<file path="src/mads_pkg.sv">
/*
 Constants, opcodes and register map of the add and shift datapath.
 Assumes one core clock and a decoder that presents one instruction per issue.
*/
// Operation
// - An instruction that changes the program counter or whose test is true takes two cycles, the second a no-op.
// - Touching an indirect data port whose pointer has its top bit set adds one extra cycle.
// - Add to pointer adds a signed 6-bit literal (-32 to 31) to the 16-bit pointer 0 or 1, flags untouched.
// - Pointer arithmetic wraps modulo 16 bits, never saturates.
// - And immediate ANDs W with an 8-bit literal into W and updates only zero.
// - Add immediate adds an 8-bit literal to W into W and updates carry, digit carry and zero.
// - Add register adds W to file register 0..127, result to W when dest is 0 or to f when 1, updates C, DC, Z.
// - And register ANDs W with file register 0..127, result by dest, updates only zero.
// - Arithmetic shift right moves f bits 7:1 to 6:0, keeps bit 7, bit 0 to carry, updates C and Z, result by dest.
// - Add register with carry sums W, file register and carry, result by dest, updates C, DC, Z.
package mads_pkg;
	localparam int DATA_W = 8;
	localparam int FADDR_W = 7;
	localparam int PTR_W = 16;
	localparam int LIT6_W = 6;
	localparam int REG_AW = 3;
	localparam int NUM_PTR = 2;
	localparam int CNT_W = 2;

	// Register map
	localparam logic [2:0] REG_W = 3'h0;
	localparam logic [2:0] REG_STATUS = 3'h1;
	localparam logic [2:0] REG_P0_LO = 3'h2;
	localparam logic [2:0] REG_P0_HI = 3'h3;
	localparam logic [2:0] REG_P1_LO = 3'h4;
	localparam logic [2:0] REG_P1_HI = 3'h5;

	// Status fields
	localparam int ST_C = 0;
	localparam int ST_DC = 1;
	localparam int ST_Z = 2;
	localparam int ST_BUSY = 3;

	// File addresses that act as indirect data ports
	localparam logic [6:0] IND_PORT0 = 7'h00;
	localparam logic [6:0] IND_PORT1 = 7'h01;

	// Reset values
	localparam logic [7:0] W_RST = 8'h00;
	localparam logic [15:0] PTR_RST = 16'h0000;
	localparam logic [7:0] RD_RST = 8'h00;

	// Cycle counts
	localparam logic [1:0] BRANCH_EXTRA = 2'h1;
	localparam logic [1:0] IND_EXTRA = 2'h1;
	localparam logic [1:0] NO_EXTRA = 2'h0;

	typedef enum logic [2:0] {
		OP_NOP = 3'b000,
		OP_ADD_TO_POINTER = 3'b001,
		OP_AND_IMMEDIATE = 3'b010,
		OP_ADD_IMMEDIATE = 3'b011,
		OP_ADD_REGISTER = 3'b100,
		OP_AND_REGISTER = 3'b101,
		OP_ARITH_SHIFT_RIGHT = 3'b110,
		OP_ADD_REGISTER_WITH_CARRY = 3'b111
	} mads_op_t;
endpackage

</file>
<file path="src/mads_datapath.sv">
/*
 Add and shift datapath of the 8-bit core: W, status flags, two indirect
 pointers, file register write-back and the extra-cycle stall.
 Assumes the decoder drives the instruction fields and file_rdata_i on the
 same clock, and holds a new instruction until ready_o is high.
*/
// Design decisions made here: the register offsets and strobed register access.
`timescale 1ns/10ps
module mads_datapath #(
	parameter int DATA_W = mads_pkg::DATA_W,
	parameter int PTR_W = mads_pkg::PTR_W
) (
	input wire logic clock_i,
	input wire logic rst_i,
	// Instruction issue
	input wire logic instr_valid_i,
	input wire logic [2:0] op_i,
	input wire logic [6:0] f_addr_i,
	input wire logic dest_i,
	input wire logic [7:0] lit_i,
	input wire logic ptr_sel_i,
	input wire logic pc_change_i,
	input wire logic cond_true_i,
	input wire logic [7:0] file_rdata_i,
	output logic ready_o,
	output logic retire_o,
	// File register write-back
	output logic file_we_o,
	output logic [6:0] file_waddr_o,
	output logic [7:0] file_wdata_o,
	// Core state
	output logic [7:0] w_o,
	output logic carry_o,
	output logic digit_carry_flag_o,
	output logic zero_o,
	output logic [15:0] ptr0_o,
	output logic [15:0] ptr1_o,
	// Register port
	input wire logic [2:0] reg_addr_i,
	input wire logic [7:0] reg_wdata_i,
	input wire logic reg_wr_i,
	input wire logic reg_rd_i,
	output logic [7:0] reg_rdata_o
);
	logic [7:0] w_r;
	logic carry_r;
	logic dc_r;
	logic zero_r;
	logic [15:0] ptr_r [mads_pkg::NUM_PTR];
	logic [1:0] stall_r;
	logic [1:0] stall_nxt;
	logic ready_r;
	logic retire_r;
	logic file_we_r;
	logic [6:0] file_waddr_r;
	logic [7:0] file_wdata_r;
	logic [7:0] rd_data_r;

	logic issue;
	mads_pkg::mads_op_t op;
	logic [7:0] alu_res;
	logic alu_c;
	logic alu_dc;
	logic alu_z;
	logic upd_c;
	logic upd_dc;
	logic upd_z;
	logic ind_hit;
	logic [1:0] extra;
	logic to_file;
	logic to_w;
	logic [15:0] ptr_inc;

	// Ops that read a file register and follow the destination bit
	function automatic logic uses_file(input mads_pkg::mads_op_t o);
		case (o)
			mads_pkg::OP_ADD_REGISTER,
			mads_pkg::OP_AND_REGISTER,
			mads_pkg::OP_ARITH_SHIFT_RIGHT,
			mads_pkg::OP_ADD_REGISTER_WITH_CARRY: uses_file = 1'h1;
			default: uses_file = 1'h0;
		endcase
	endfunction

	// Ops whose result always lands in W
	function automatic logic is_literal(input mads_pkg::mads_op_t o);
		case (o)
			mads_pkg::OP_AND_IMMEDIATE,
			mads_pkg::OP_ADD_IMMEDIATE: is_literal = 1'h1;
			default: is_literal = 1'h0;
		endcase
	endfunction

	assign op = mads_pkg::mads_op_t'(op_i);
	assign issue = instr_valid_i & ready_r;

	mads_alu u_alu (
		.op_i(op_i),
		.w_i(w_r),
		.f_i(file_rdata_i),
		.lit_i(lit_i),
		.carry_i(carry_r),
		.result_o(alu_res),
		.carry_o(alu_c),
		.dc_o(alu_dc),
		.zero_o(alu_z),
		.upd_c_o(upd_c),
		.upd_dc_o(upd_dc),
		.upd_z_o(upd_z)
	);

	// Destination select
	assign to_file = uses_file(op) & dest_i;
	assign to_w = is_literal(op) | (uses_file(op) & ~dest_i);

	// Indirect port access with pointer top bit set
	always_comb begin
		ind_hit = 1'h0;
		if (uses_file(op)) begin
			if (f_addr_i == mads_pkg::IND_PORT0 && ptr_r[0][PTR_W-1]) begin
				ind_hit = 1'h1;
			end
			if (f_addr_i == mads_pkg::IND_PORT1 && ptr_r[1][PTR_W-1]) begin
				ind_hit = 1'h1;
			end
		end
	end

	// Extra cycles run as no-ops after the executing cycle
	always_comb begin
		extra = mads_pkg::NO_EXTRA;
		if (pc_change_i | cond_true_i) begin
			extra = extra + mads_pkg::BRANCH_EXTRA;
		end
		if (ind_hit) begin
			extra = extra + mads_pkg::IND_EXTRA;
		end
	end

	always_comb begin
		stall_nxt = stall_r;
		if (stall_r != 2'h0) begin
			stall_nxt = stall_r - 2'h1;
		end else if (issue) begin
			stall_nxt = extra;
		end
	end

	always_ff @(posedge clock_i or posedge rst_i) begin
		if (rst_i) begin
			stall_r <= 2'h0;
			ready_r <= 1'h1;
		end else begin
			stall_r <= stall_nxt;
			ready_r <= (stall_nxt == 2'h0);
		end
	end

	// One pulse when an instruction finishes its last cycle
	always_ff @(posedge clock_i or posedge rst_i) begin
		if (rst_i) begin
			retire_r <= 1'h0;
		end else begin
			retire_r <= (issue && extra == 2'h0) || (stall_r == 2'h1);
		end
	end

	// Working register; the instruction wins over a software write
	always_ff @(posedge clock_i or posedge rst_i) begin
		if (rst_i) begin
			w_r <= mads_pkg::W_RST;
		end else if (issue && to_w) begin
			w_r <= alu_res;
		end else if (reg_wr_i && reg_addr_i == mads_pkg::REG_W) begin
			w_r <= reg_wdata_i;
		end
	end

	// Status flags; a hardware update beats a software write per flag
	always_ff @(posedge clock_i or posedge rst_i) begin
		if (rst_i) begin
			carry_r <= 1'h0;
			dc_r <= 1'h0;
			zero_r <= 1'h0;
		end else begin
			if (reg_wr_i && reg_addr_i == mads_pkg::REG_STATUS) begin
				carry_r <= reg_wdata_i[mads_pkg::ST_C];
				dc_r <= reg_wdata_i[mads_pkg::ST_DC];
				zero_r <= reg_wdata_i[mads_pkg::ST_Z];
			end
			if (issue && upd_c) begin
				carry_r <= alu_c;
			end
			if (issue && upd_dc) begin
				dc_r <= alu_dc;
			end
			if (issue && upd_z) begin
				zero_r <= alu_z;
			end
		end
	end

	// Sign-extended literal; 16-bit sum drops the carry so it wraps
	assign ptr_inc = {{(PTR_W-mads_pkg::LIT6_W){lit_i[5]}}, lit_i[5:0]};

	generate
		for (genvar i = 0; i < mads_pkg::NUM_PTR; i++) begin : g_ptr
			localparam logic [2:0] LO = mads_pkg::REG_P0_LO + 3'(2 * i);
			localparam logic [2:0] HI = mads_pkg::REG_P0_HI + 3'(2 * i);
			logic hit;
			assign hit = issue && op == mads_pkg::OP_ADD_TO_POINTER && ptr_sel_i == 1'(i);
			always_ff @(posedge clock_i or posedge rst_i) begin
				if (rst_i) begin
					ptr_r[i] <= mads_pkg::PTR_RST;
				end else if (hit) begin
					ptr_r[i] <= ptr_r[i] + ptr_inc;
				end else if (reg_wr_i && reg_addr_i == LO) begin
					ptr_r[i][7:0] <= reg_wdata_i;
				end else if (reg_wr_i && reg_addr_i == HI) begin
					ptr_r[i][15:8] <= reg_wdata_i;
				end
			end
		end
	endgenerate

	// File write-back, one cycle after issue
	always_ff @(posedge clock_i or posedge rst_i) begin
		if (rst_i) begin
			file_we_r <= 1'h0;
			file_waddr_r <= 7'h00;
			file_wdata_r <= 8'h00;
		end else begin
			file_we_r <= issue & to_file;
			if (issue && to_file) begin
				file_waddr_r <= f_addr_i;
				file_wdata_r <= alu_res;
			end
		end
	end

	// Register read, data in the following cycle only
	always_ff @(posedge clock_i or posedge rst_i) begin
		if (rst_i) begin
			rd_data_r <= mads_pkg::RD_RST;
		end else if (reg_rd_i) begin
			case (reg_addr_i)
				mads_pkg::REG_W: rd_data_r <= w_r;
				mads_pkg::REG_STATUS: begin
					rd_data_r <= 8'h00;
					rd_data_r[mads_pkg::ST_C] <= carry_r;
					rd_data_r[mads_pkg::ST_DC] <= dc_r;
					rd_data_r[mads_pkg::ST_Z] <= zero_r;
					rd_data_r[mads_pkg::ST_BUSY] <= ~ready_r;
				end
				mads_pkg::REG_P0_LO: rd_data_r <= ptr_r[0][7:0];
				mads_pkg::REG_P0_HI: rd_data_r <= ptr_r[0][15:8];
				mads_pkg::REG_P1_LO: rd_data_r <= ptr_r[1][7:0];
				mads_pkg::REG_P1_HI: rd_data_r <= ptr_r[1][15:8];
				default: rd_data_r <= 8'h00;
			endcase
		end else begin
			rd_data_r <= 8'h00;
		end
	end

	assign ready_o = ready_r;
	assign retire_o = retire_r;
	assign file_we_o = file_we_r;
	assign file_waddr_o = file_waddr_r;
	assign file_wdata_o = file_wdata_r;
	assign w_o = w_r;
	assign carry_o = carry_r;
	assign digit_carry_flag_o = dc_r;
	assign zero_o = zero_r;
	assign ptr0_o = ptr_r[0];
	assign ptr1_o = ptr_r[1];
	assign reg_rdata_o = rd_data_r;
endmodule

</file>
<file path="src/mads_alu.sv">
/*
 Combinational byte ALU: adds, ANDs and arithmetic shift with flag results.
 Selects the operand from op_i; assumes the caller applies the update enables.
*/
`timescale 1ns/10ps
module mads_alu (
	input wire logic [2:0] op_i,
	input wire logic [7:0] w_i,
	input wire logic [7:0] f_i,
	input wire logic [7:0] lit_i,
	input wire logic carry_i,
	output logic [7:0] result_o,
	output logic carry_o,
	output logic dc_o,
	output logic zero_o,
	output logic upd_c_o,
	output logic upd_dc_o,
	output logic upd_z_o
);
	logic [7:0] opnd;
	logic cin;
	logic [8:0] sum;
	logic [4:0] nib;

	always_comb begin
		opnd = f_i;
		cin = 1'h0;
		case (mads_pkg::mads_op_t'(op_i))
			mads_pkg::OP_AND_IMMEDIATE,
			mads_pkg::OP_ADD_IMMEDIATE: opnd = lit_i;
			mads_pkg::OP_ADD_REGISTER_WITH_CARRY: cin = carry_i;
			default: opnd = f_i;
		endcase
	end

	assign sum = {1'h0, w_i} + {1'h0, opnd} + {8'h00, cin};
	assign nib = {1'h0, w_i[3:0]} + {1'h0, opnd[3:0]} + {4'h0, cin};

	always_comb begin
		result_o = sum[7:0];
		carry_o = sum[8];
		dc_o = nib[4];
		upd_c_o = 1'h0;
		upd_dc_o = 1'h0;
		upd_z_o = 1'h0;
		case (mads_pkg::mads_op_t'(op_i))
			mads_pkg::OP_ADD_IMMEDIATE,
			mads_pkg::OP_ADD_REGISTER,
			mads_pkg::OP_ADD_REGISTER_WITH_CARRY: begin
				upd_c_o = 1'h1;
				upd_dc_o = 1'h1;
				upd_z_o = 1'h1;
			end
			mads_pkg::OP_AND_IMMEDIATE,
			mads_pkg::OP_AND_REGISTER: begin
				result_o = w_i & opnd;
				upd_z_o = 1'h1;
			end
			mads_pkg::OP_ARITH_SHIFT_RIGHT: begin
				result_o = {f_i[7], f_i[7:1]};
				carry_o = f_i[0];
				upd_c_o = 1'h1;
				upd_z_o = 1'h1;
			end
			default: result_o = sum[7:0];
		endcase
		zero_o = (result_o == 8'h00);
	end
endmodule

</file>
<file path="config.mk">
export PLATFORM = sky130hd
export DESIGN_NAME = mads_datapath
export DESIGN_NICKNAME = d
export VERILOG_FILES = /design/src/mads_pkg.sv /design/src/mads_datapath.sv /design/src/mads_alu.sv
export SDC_FILE = /design/constraint.sdc
export NUM_CORES = 1
export LEC_CHECK = 0
export ABC_AREA = 0
export BUFFER_PORTS_ARGS = -buffer_cell sky130_fd_sc_hd__buf_2
export CORE_UTILIZATION = 56
export DETAILED_ROUTE_END_ITERATION = 8
export PLACE_DENSITY = 0.84
export REMOVE_ABC_BUFFERS = 1
export SYNTH_ARGS = -nofsm -noshare
export SYNTH_HDL_FRONTEND = slang
export SYNTH_SLANG_ARGS = --single-unit
export TNS_END_PERCENT = 30
</file>
<file path="constraint.sdc">
create_clock -name clock_i -period 3.6 [get_ports clock_i]
set_clock_uncertainty 0.15 [all_clocks]
set_input_delay 0.36 -clock clock_i [delete_from_list [all_inputs] [get_ports clock_i]]
set_output_delay 0.36 -clock clock_i [all_outputs]
set_load 0.02 [all_outputs]
</file>
==> results of run 1 <==
==> through the flow <==
| stage | power [mW] | instances | utilization |
|---|---|---|---|
| floorplan | 2.80 | 596 | - |
| global placement | 3.41 | 850 | 0.666 |
| detailed placement | 3.50 | 850 | 0.666 |
| CTS | 4.20 | 867 | 0.690 |
| global route | 4.51 | 867 | 0.690 |
| finish | 4.23 | 867 | 0.690 |
==> critical path, cell delays in order <==
cell      delay (ns)
buf_2           0.19
nand2b_1        0.10
mux2_2          0.24
inv_1           0.05
fa_1            0.43
fa_1            0.43
nor2b_1         0.13
o21ai_1         0.10
a21boi_1        0.26
o21a_1          0.16
o21ai_1         0.08
a31oi_1         0.29
and3_1          0.22
a31o_1          0.16
==> layer usage <==
metal	GRT usage	wire length, um
met1	0.439	6890
met2	0.560	7880
met3	0.0449	1290
met4	0.171	771
met5	0	0
==> sequential cells by signal, indices dropped and copies added, names as in the netlist <==
name and cells:
carry_o 1, digit_carry_flag_o 1, file_waddr_o 7, file_wdata_o 8, file_we_o 1, ptr0_o 16, ptr1_o 16, ready_o 1
reg_rdata_o 8, retire_o 1, stall_r 2, w_o 8, zero_o 1
==> cells by family after synthesis <==
logic type | after synthesis | share of synthesized area
multiplexers | 64 | 0.123
AND/OR/NAND/NOR | 180 | 0.163
XOR/XNOR | 21 | 0.0332
buffers and inverters | 54 | 0.0378
AO/OA/AOI/OAI | 183 | 0.217
flip-flops | 71 | 0.321
adder cells (fa/ha/maj) | 44 | 0.105
==> worst max-delay path by stage <==
stage | endpoint | slack, ns | cells past startpoint | startpoint
floorplan | zero_o | 0.43 | 13 | op_i[2]
global placement | zero_o | 0.28 | 14 | op_i[1]
detailed placement | zero_o | 0.24 | 14 | op_i[1]
CTS | zero_o | 0.57 | 14 | op_i[1]
global route | zero_o | 0.36 | 14 | op_i[1]
finish | zero_o | 0.53 | 14 | op_i[1]
==> report_power, final <==
part           internal [mW]  total (mW)  switching, mW
combinational          0.917        2.23           1.31
sequential              1.02        1.30          0.276
clock                  0.389       0.705          0.315
total                   2.33        4.23           1.90
==> final cells by class <==
type | count | area, um2
clock buffer | 10 | 128
clock inverter | 6 | 86.3
fill | 739 | 2920
inverter | 33 | 124
multi-input combinational | 492 | 3560
sequential | 71 | 1780
tap | 129 | 161
timing repair buffer | 126 | 663
==> synthesized netlist by cell type, types with 14 or more instances <==
library cell,count
nor2_1,33
xnor2_1,15
clkbuf_1,14
mux2_2,20
nor3_1,15
o21ai_0,23
mux2i_1,39
a21oi_1,36
ha_1,40
o21ai_1,35
nor2b_1,14
nand2_1,53
dfrtp_1,70
a211oi_1,16
inv_1,31
==> results.cfg, run 1 <==
[floorplan]
die_area_um2 = 10300
core_area_um2 = 9420
die_x_um = 101
std_cell_rows = 35
die_h_um = 101
initial_utilization = 0.588
io_pins = 115

[logic_synthesis]
yosysTopAreaCell = dfrtp_1
synth.top_cell.area_share = 0.317
synth_area_per_cell_um2 = 8.97
synth_area_um2 = 5530
yosysUniqueCellTypes = 68
synth-async-reset-ratio = 1.00
netlist_instances = 617
yosysSeqAreaShare = 0.321
yosys_warnings = 0
synth_top_flop_cell = dfrtp_1
synth-edff-count = 0
netlist_top_cells_area = dfrtp_1 32%, ha_1 9.0%, mux2i_1 7.1%
synth-seq-cells = 71

[worst_hold_path]
min-delay-start = f_addr_i[1]
whs_path_depth = 2
min_path_type = in -> reg
worstHoldEndpoint = file_waddr_o[1]

[worst_setup_path]
critPathMaxFanout = 11
r2r_start = w_o[0]
start_kind = primary input
r2r_end = zero_o
critPathArrivalTime_ns = 3.20
endpoint_kind = flop
reg2reg_setup_slack_ns = 0.54
cp_data_required_time_ns = 3.73
criticalPathCategory = in -> reg
worstRegToRegCells = 11

[final_layout]
drive_above_1_share = 0.233
layout_common_cells = 114 x buf_2, 70 x dfrtp_1, 53 x nand2_1, 40 x ha_1, 39 x mux2i_1
diodes = 0
final_area_um2 = 6500
finalNetCount = 823
layout_commonest_cell = buf_2
area_delta_synth_final_pct = 17.4

[clocking]
insertion_delay_ns = 0.35
clock_path_buffers = 2
cts_tree = yes
cts_buffers = 9
clk_pin_slew_ns = 0.08
post_cts_buffers = 0
hold_buffers = 1
numClockSinks = 71
cts_max_level = 3
clock-root-buffer = clkbuf_8
post_cts_resized = 0

[global_route]
grt_util_all_layers = 0.339
first_global_vias = 5242
antenna_found_initial = 0
grt_max_degree = 33
grt_overflow_total = 0
grt_pass1_wl_um = 26700

[route]
dr.pass1.iters = 7
drt_iter0_drc = 416
wl_per_cell_um = 19.4
vias = 5421
drc_errors = 0
detail-route-antenna-nets = 0
routed_wl_um = 16800
vias_per_cell = 6.25

[place]
io_buffer_count = 114
dp_hpwl_um = 13100
placed_area_um2 = 6270
pre_cts_ws_ns = 0.238
globalplace.congestion = 0.979

[sta]
setup_viol = 0
worst_slew_pin_slew_ns = 1.00
min_period_over_period = 0.853
slew_violations = 0
rsz0062_at_grt = no
final.setup.tns_ns = 0
fmax_ghz = 0.326
hold_slack_ns = 0.0977
final.min_clock_period_ns = 3.07
relSlewSlack = 0.330
worst_slack_ns = 0.528
finalHoldViolCount = 0

[outcome]
outcome = complete, no violations

[pwr]
peakVddDrop_mv = 0.400
power_density_nw_per_um2 = 651
power_leakage_nw = 3.10

[flow_run]
cap_violations = 0
Note: power is estimated with default switching activity, not from simulation.
==> run 2: changes to the inputs <==
--- a/config.mk
+++ b/config.mk
@@ -9,8 +9,9 @@
 export BUFFER_PORTS_ARGS = -buffer_cell sky130_fd_sc_hd__buf_2
 export CORE_UTILIZATION = 56
 export DETAILED_ROUTE_END_ITERATION = 8
-export PLACE_DENSITY = 0.84
+export PLACE_DENSITY = 0.81
 export REMOVE_ABC_BUFFERS = 1
+export SKIP_LAST_GASP = 1
 export SYNTH_ARGS = -nofsm -noshare
 export SYNTH_HDL_FRONTEND = slang
 export SYNTH_SLANG_ARGS = --single-unit
==> constraint.sdc (replaced) <==
create_clock -name clock_i -period 2.95 [get_ports clock_i]
set_clock_uncertainty 0.15 [all_clocks]
set_input_delay 0.295 -clock clock_i [delete_from_list [all_inputs] [get_ports clock_i]]
set_output_delay 0.295 -clock clock_i [all_outputs]
set_load 0.02 [all_outputs]
==> run 2 against run 1 <==
  * Die area stayed put
  * Non-clock buffer count is 21 higher
  * Global-route usage is 0.53 points higher
  * Hold slack worse by 0.076 ns
  * Largest power group unchanged
==> results.cfg, run 2 (synthesis results as in run 1) <==
[outcome]
outcome = complete, no violations

[clocking]
clk_pin_slew_ns = 0.09
clock-root-buffer = clkbuf_8
clock_path_buffers = 2
cts_max_level = 3
cts_tree = yes
cts_buffers = 9
insertion_delay_ns = 0.36
numClockSinks = 71

[sta]
rsz0062_at_grt = yes
setup_viol = 0
final.min_clock_period_ns = 2.84
min_period_over_period = 0.961
slew_violations = 0
hold_slack_ns = 0.0216
fmax_ghz = 0.353
worst_slew_pin_slew_ns = 0.757
relSlewSlack = 0.492
finalHoldViolCount = 0

[pwr]
power_leakage_nw = 3.18
clkPwrFrac = 0.139
peakVddDrop_mv = 0.397
combPwrFrac = 0.553
power.switching_mw = 2.37
power_density_nw_per_um2 = 772
totalPowerFinal_mw = 5.11
p_sw_frac = 0.464
p_seq_frac = 0.309
internal_power_mw = 2.74

[route]
dr.max_layer_used = met4
routed_wl_um = 17000
drc_errors = 0
drt-met1-wl_um = 7020
dr.pass1.iters = 5
vias_per_cell = 6.17
wl_per_cell_um = 19.1
drt_iter0_drc = 428
route.met2.wl_um = 8290
met3_length_um = 1150
detail-route-antenna-nets = 0
vias = 5481

[final_layout]
layout_commonest_cell = buf_2
final_area_um2 = 6620
diodes = 0
finalNetCount = 844
layout_common_cells = 114 x buf_2, 70 x dfrtp_1, 53 x nand2_1, 40 x ha_1, 39 x mux2i_1
drive_above_1_share = 0.258
area_delta_synth_final_pct = 19.6

[worst_setup_path]
start_kind = flop
endpoint_kind = flop
cp_data_required_time_ns = 3.05
criticalPathCategory = reg -> reg
reg2reg_setup_slack_ns = 0.11
critPathArrivalTime_ns = 2.93
critPathMaxFanout = 4

[global_route]
first_global_vias = 5280
antenna_found_initial = 0
grt_overflow_total = 0
grt_util_all_layers = 0.345
grt_pass1_wl_um = 26800
grt_max_degree = 27

[place]
globalplace.congestion = 0.921
placed_area_um2 = 6430
io_buffer_count = 114
dp_hpwl_um = 13100

[floorplan]
die_x_um = 101
die_h_um = 101
core_area_um2 = 9420
io_pins = 115
initial_utilization = 0.588
std_cell_rows = 35
die_area_um2 = 10300

[worst_hold_path]
min_path_type = in -> reg

[flow_run]
cap_violations = 0
==> run 2: changes by cell type in the layout (fill, tap and decap cells not counted), sizes merged <==
cell / delta
buf: +21
clkinv: +3
bufinv: -2
clkinvlp: -1
==> run 2: cell type report <==
cell class / count / area [um2]
inverters: 33 / 124
clock buffers: 10 / 128
well taps: 129 / 161
repair buffers: 147 / 821
clock inverters: 6 / 37.5
flip-flops and latches: 71 / 1780
multi-input cells: 492 / 3570
fillers: 735 / 2800
==> run 2: power by group through the flow <==
stage	Clock (mW)	Combinational [mW]	Sequential (mW)
after CTS	0.704	2.78	1.57
after global routing	0.749	3.10	1.60
final	0.709	2.82	1.58
after global placement	0	2.68	1.57
after detailed placement	0	2.77	1.58
after floorplan	0	1.60	1.82
==> run 2: through the flow <==
step                      setup WS [ns]  std cells   util  setup TNS (ns)
after CTS                        0.0607        888  0.702               0
after detailed placement         -0.245        871  0.683          -0.950
after global placement           -0.246        871  0.683          -0.866
after global routing            -0.0429        888  0.703          -0.116
after floorplan                  -0.152        596      -          -0.206
final                             0.115        888  0.703               0
==> run 2: per-layer routing <==
layer | vias to the layer above | global-route usage
met1 | 2630 | 0.438
met4 | 0 | 0.143
li1 | 2561 | -
met5 | - | 0
met2 | 243 | 0.585
met3 | 47 | 0.0552
==> run 2: worst max-delay path, cell delays in order, from the launching register on <==
cell	delay, ns
dfrtp_1	0.43
ha_1	0.32
a211oi_2	0.28
o21ai_1	0.14
a41o_1	0.31
o31ai_4	0.27
o21ai_2	0.13
mux2i_1	0.14
a41o_1	0.22
a221o_1	0.33
==> run 2: what timing repair did <==
item,CTS,global route
resized for setup,0,4
setup endpoints to repair,0,6
hold endpoints to repair,23,0
hold buffers,1,0
setup buffers,0,0
==> run 2: path summary, 6_finish.rpt <==
kind / from / to / depth (start not counted)
setup reg to reg: ptr1_o[1] / ptr1_o[15] / 9
min in group asynchronous: rst_i / stall_r[0] / 3
hold / removal: f_addr_i[6] / file_waddr_o[6] / 2
hold reg to reg: file_wdata_o[6] / file_wdata_o[6] / 2
max in group asynchronous: rst_i / ptr1_o[7] / 4
setup / recovery: ptr1_o[1] / ptr1_o[15] / 9
==> run 3: changes to the inputs <==
--- a/config.mk
+++ b/config.mk
@@ -5,11 +5,12 @@
 export SDC_FILE = /design/constraint.sdc
 export NUM_CORES = 1
 export LEC_CHECK = 0
-export ABC_AREA = 0
+export ABC_AREA = 1
 export BUFFER_PORTS_ARGS = -buffer_cell sky130_fd_sc_hd__buf_2
-export CORE_UTILIZATION = 56
+export CORE_ASPECT_RATIO = 0.8
+export CORE_UTILIZATION = 57
 export DETAILED_ROUTE_END_ITERATION = 8
-export PLACE_DENSITY = 0.81
+export PLACE_DENSITY = 0.87
 export REMOVE_ABC_BUFFERS = 1
 export SKIP_LAST_GASP = 1
 export SYNTH_ARGS = -nofsm -noshare
==> run 3 against run 2 <==
  * Fmax increased by 13%
  * Utilization decreased by 0.40 points
  * Via count increased by 16%
  * Wire length increased by 12%
  * Area after synthesis increased by 3.5%
  * Worst setup slack improved by 0.32 ns
  * Largest power group unchanged
==> results.cfg, run 3 <==
[outcome]
outcome = complete, no violations

[global_route]
first_global_vias = 5979
grt_overflow_total = 0
grt_pass1_wl_um = 30500
grt_max_degree = 49
grt_util_all_layers = 0.382
antenna_found_initial = 0

[sta]
final.min_clock_period_ns = 2.52
fmax_ghz = 0.397
setup_viol = 0
rsz0062_at_grt = no
hold_slack_ns = 0.0284
worst_slew_pin_slew_ns = 0.548
min_period_over_period = 0.853
finalHoldViolCount = 0
slew_violations = 0
relSlewSlack = 0.634
final.setup.tns_ns = 0

[clocking]
cts_tree = yes
clock_path_buffers = 2
clk_pin_slew_ns = 0.06
post_cts_buffers = 0
numClockSinks = 71
clock-root-buffer = clkbuf_16
insertion_delay_ns = 0.34
cts_buffers = 9
cts_max_level = 3
post_cts_resized = 0
hold_buffers = 1

[final_layout]
diodes = 0
area_delta_synth_final_pct = 18.2
drive_above_1_share = 0.189
finalNetCount = 1029
layout_common_cells = 224 x nand2_1, 114 x buf_2, 108 x inv_1, 70 x dfrtp_1, 68 x nand3_1
layout_commonest_cell = nand2_1
nFillCells = 862

[worst_setup_path]
endpoint_kind = flop
path_delay_family = adder cells
reg2reg_setup_slack_ns = 0.48
path_cells = buf_2 -> inv_1 -> nand2_1 -> o21ai_0 -> inv_1 -> fa_1 -> fa_1 -> nand3b_1 -> nand3_1 -> nor2_1 -> nand3_1 -> nor2_1 -> nand4_1 -> nand2_1
start_kind = primary input
critPathBufInv = 3
critPathArrivalTime_ns = 2.65
cp_data_required_time_ns = 3.08
critPathMaxFanout = 4
slowest_delay_ns = 0.49
criticalPathCategory = in -> reg
crit_slowest_cell = fa_1

[route]
drt_iter0_drc = 765
drc_errors = 0
dr.pass1.iters = 7
routed_wl_um = 19000
vias = 6366
wl_per_cell_um = 17.6
detail-route-antenna-nets = 0
vias_per_cell = 5.89

[logic_synthesis]
synth-edff-count = 0
synth-async-reset-ratio = 1.00
synth_area_um2 = 5730
synth.top_cell.area_share = 0.306
netlist_instances = 818
netlist_top_cells_count = 224 x nand2_1, 109 x inv_1, 70 x dfrtp_1
yosysSeqAreaShare = 0.310
synth-seq-cells = 71
synth_area_per_cell_um2 = 7.00
synth_top_flop_cell = dfrtp_1
yosysTopAreaCell = dfrtp_1
netlist_top_cells_area = dfrtp_1 31%, nand2_1 15%, ha_1 8.7%
synthMostInstantiatedCell = nand2_1
yosysUniqueCellTypes = 47
yosys_warnings = 0

[place]
io_buffer_count = 114
globalplace.congestion = 1.04
dp_hpwl_um = 14800

[floorplan]
std_cell_rows = 32
initial_utilization = 0.591
die_area_um2 = 10500
die_h_um = 91.7
io_pins = 115
core_area_um2 = 9690
die_x_um = 114

[flow_run]
cap_violations = 0

[pwr]
power_leakage_nw = 3.69
power_density_nw_per_um2 = 744
peakVddDrop_mv = 0.400

[worst_hold_path]
min_path_type = in -> reg
run 3: power breakdown:
group | internal (mW) | switching, mW
clock | 0.681 | 0.452
sequential | 1.21 | 0.275
combinational | 0.835 | 1.58
run 3: logic make-up (layout without fill, tap and decap cells):
kind of cell / count (synthesis) / count (layout) / share of synthesized area
muxes: 6 / 6 / 0.0118
and+or+nand+nor: 388 / 388 / 0.296
buffers and inverters: 130 / 256 / 0.0913
AOI/OAI and AO/OA: 173 / 173 / 0.180
adders and majority gates: 44 / 44 / 0.101
DFF: 71 / 71 / 0.310
xor gates and xnor gates: 6 / 6 / 0.00918
run 3: per-stage QoR:
step | setup WS, ns | utilization | power [mW] | instances | cell area [um2]
after detailed placement | 0.107 | 0.666 | 3.83 | 1063 | 6450
final | 0.433 | 0.699 | 5.03 | 1080 | 6770
after floorplan | 0.327 | - | 3.07 | 806 | 5650
after global placement | 0.197 | 0.666 | 3.79 | 1063 | 6450
after global routing | 0.149 | 0.699 | 5.36 | 1080 | 6770
after CTS | 0.441 | 0.699 | 4.97 | 1080 | 6770
run 3: path summary, 6_finish.rpt:
check	from	end	cells past startpoint
min in group asynchronous	rst_i	reg_rdata_o[3]	3
min	f_addr_i[1]	file_waddr_o[1]	3
max reg2reg	carry_o	zero_o	10
max	op_i[2]	zero_o	14
max in group asynchronous	rst_i	ready_o	4
min reg2reg	stall_r[0]	stall_r[0]	1
run 3: final cells by class:
class / instances / area [um2] / area share
repair buffers: 122 / 646 / 0.0954
multi-input cells: 617 / 3430 / 0.506
clock buffers: 10 / 239 / 0.0353
flip-flops and latches: 71 / 1780 / 0.263
clock inverters: 6 / 68.8 / 0.0102
inverters: 118 / 443 / 0.0654
well taps: 136 / 170 / 0.0251
run 3: tightest hold or removal path, delay by kind of cell:
kind / cells / cell delay, ns
AND/OR/NAND/NOR: 2 / 0.10
buffers and inverters: 1 / 0.09
run 3: per-layer routing:
metal	part of all wire	routed length, um	track usage	up-vias
li1	-	-	-	2990
met1	0.42	7920	0.541	2901
met2	0.41	7830	0.556	406
met3	0.13	2450	0.0932	69
met4	0.041	782	0.159	0
met5	0	0	0	-
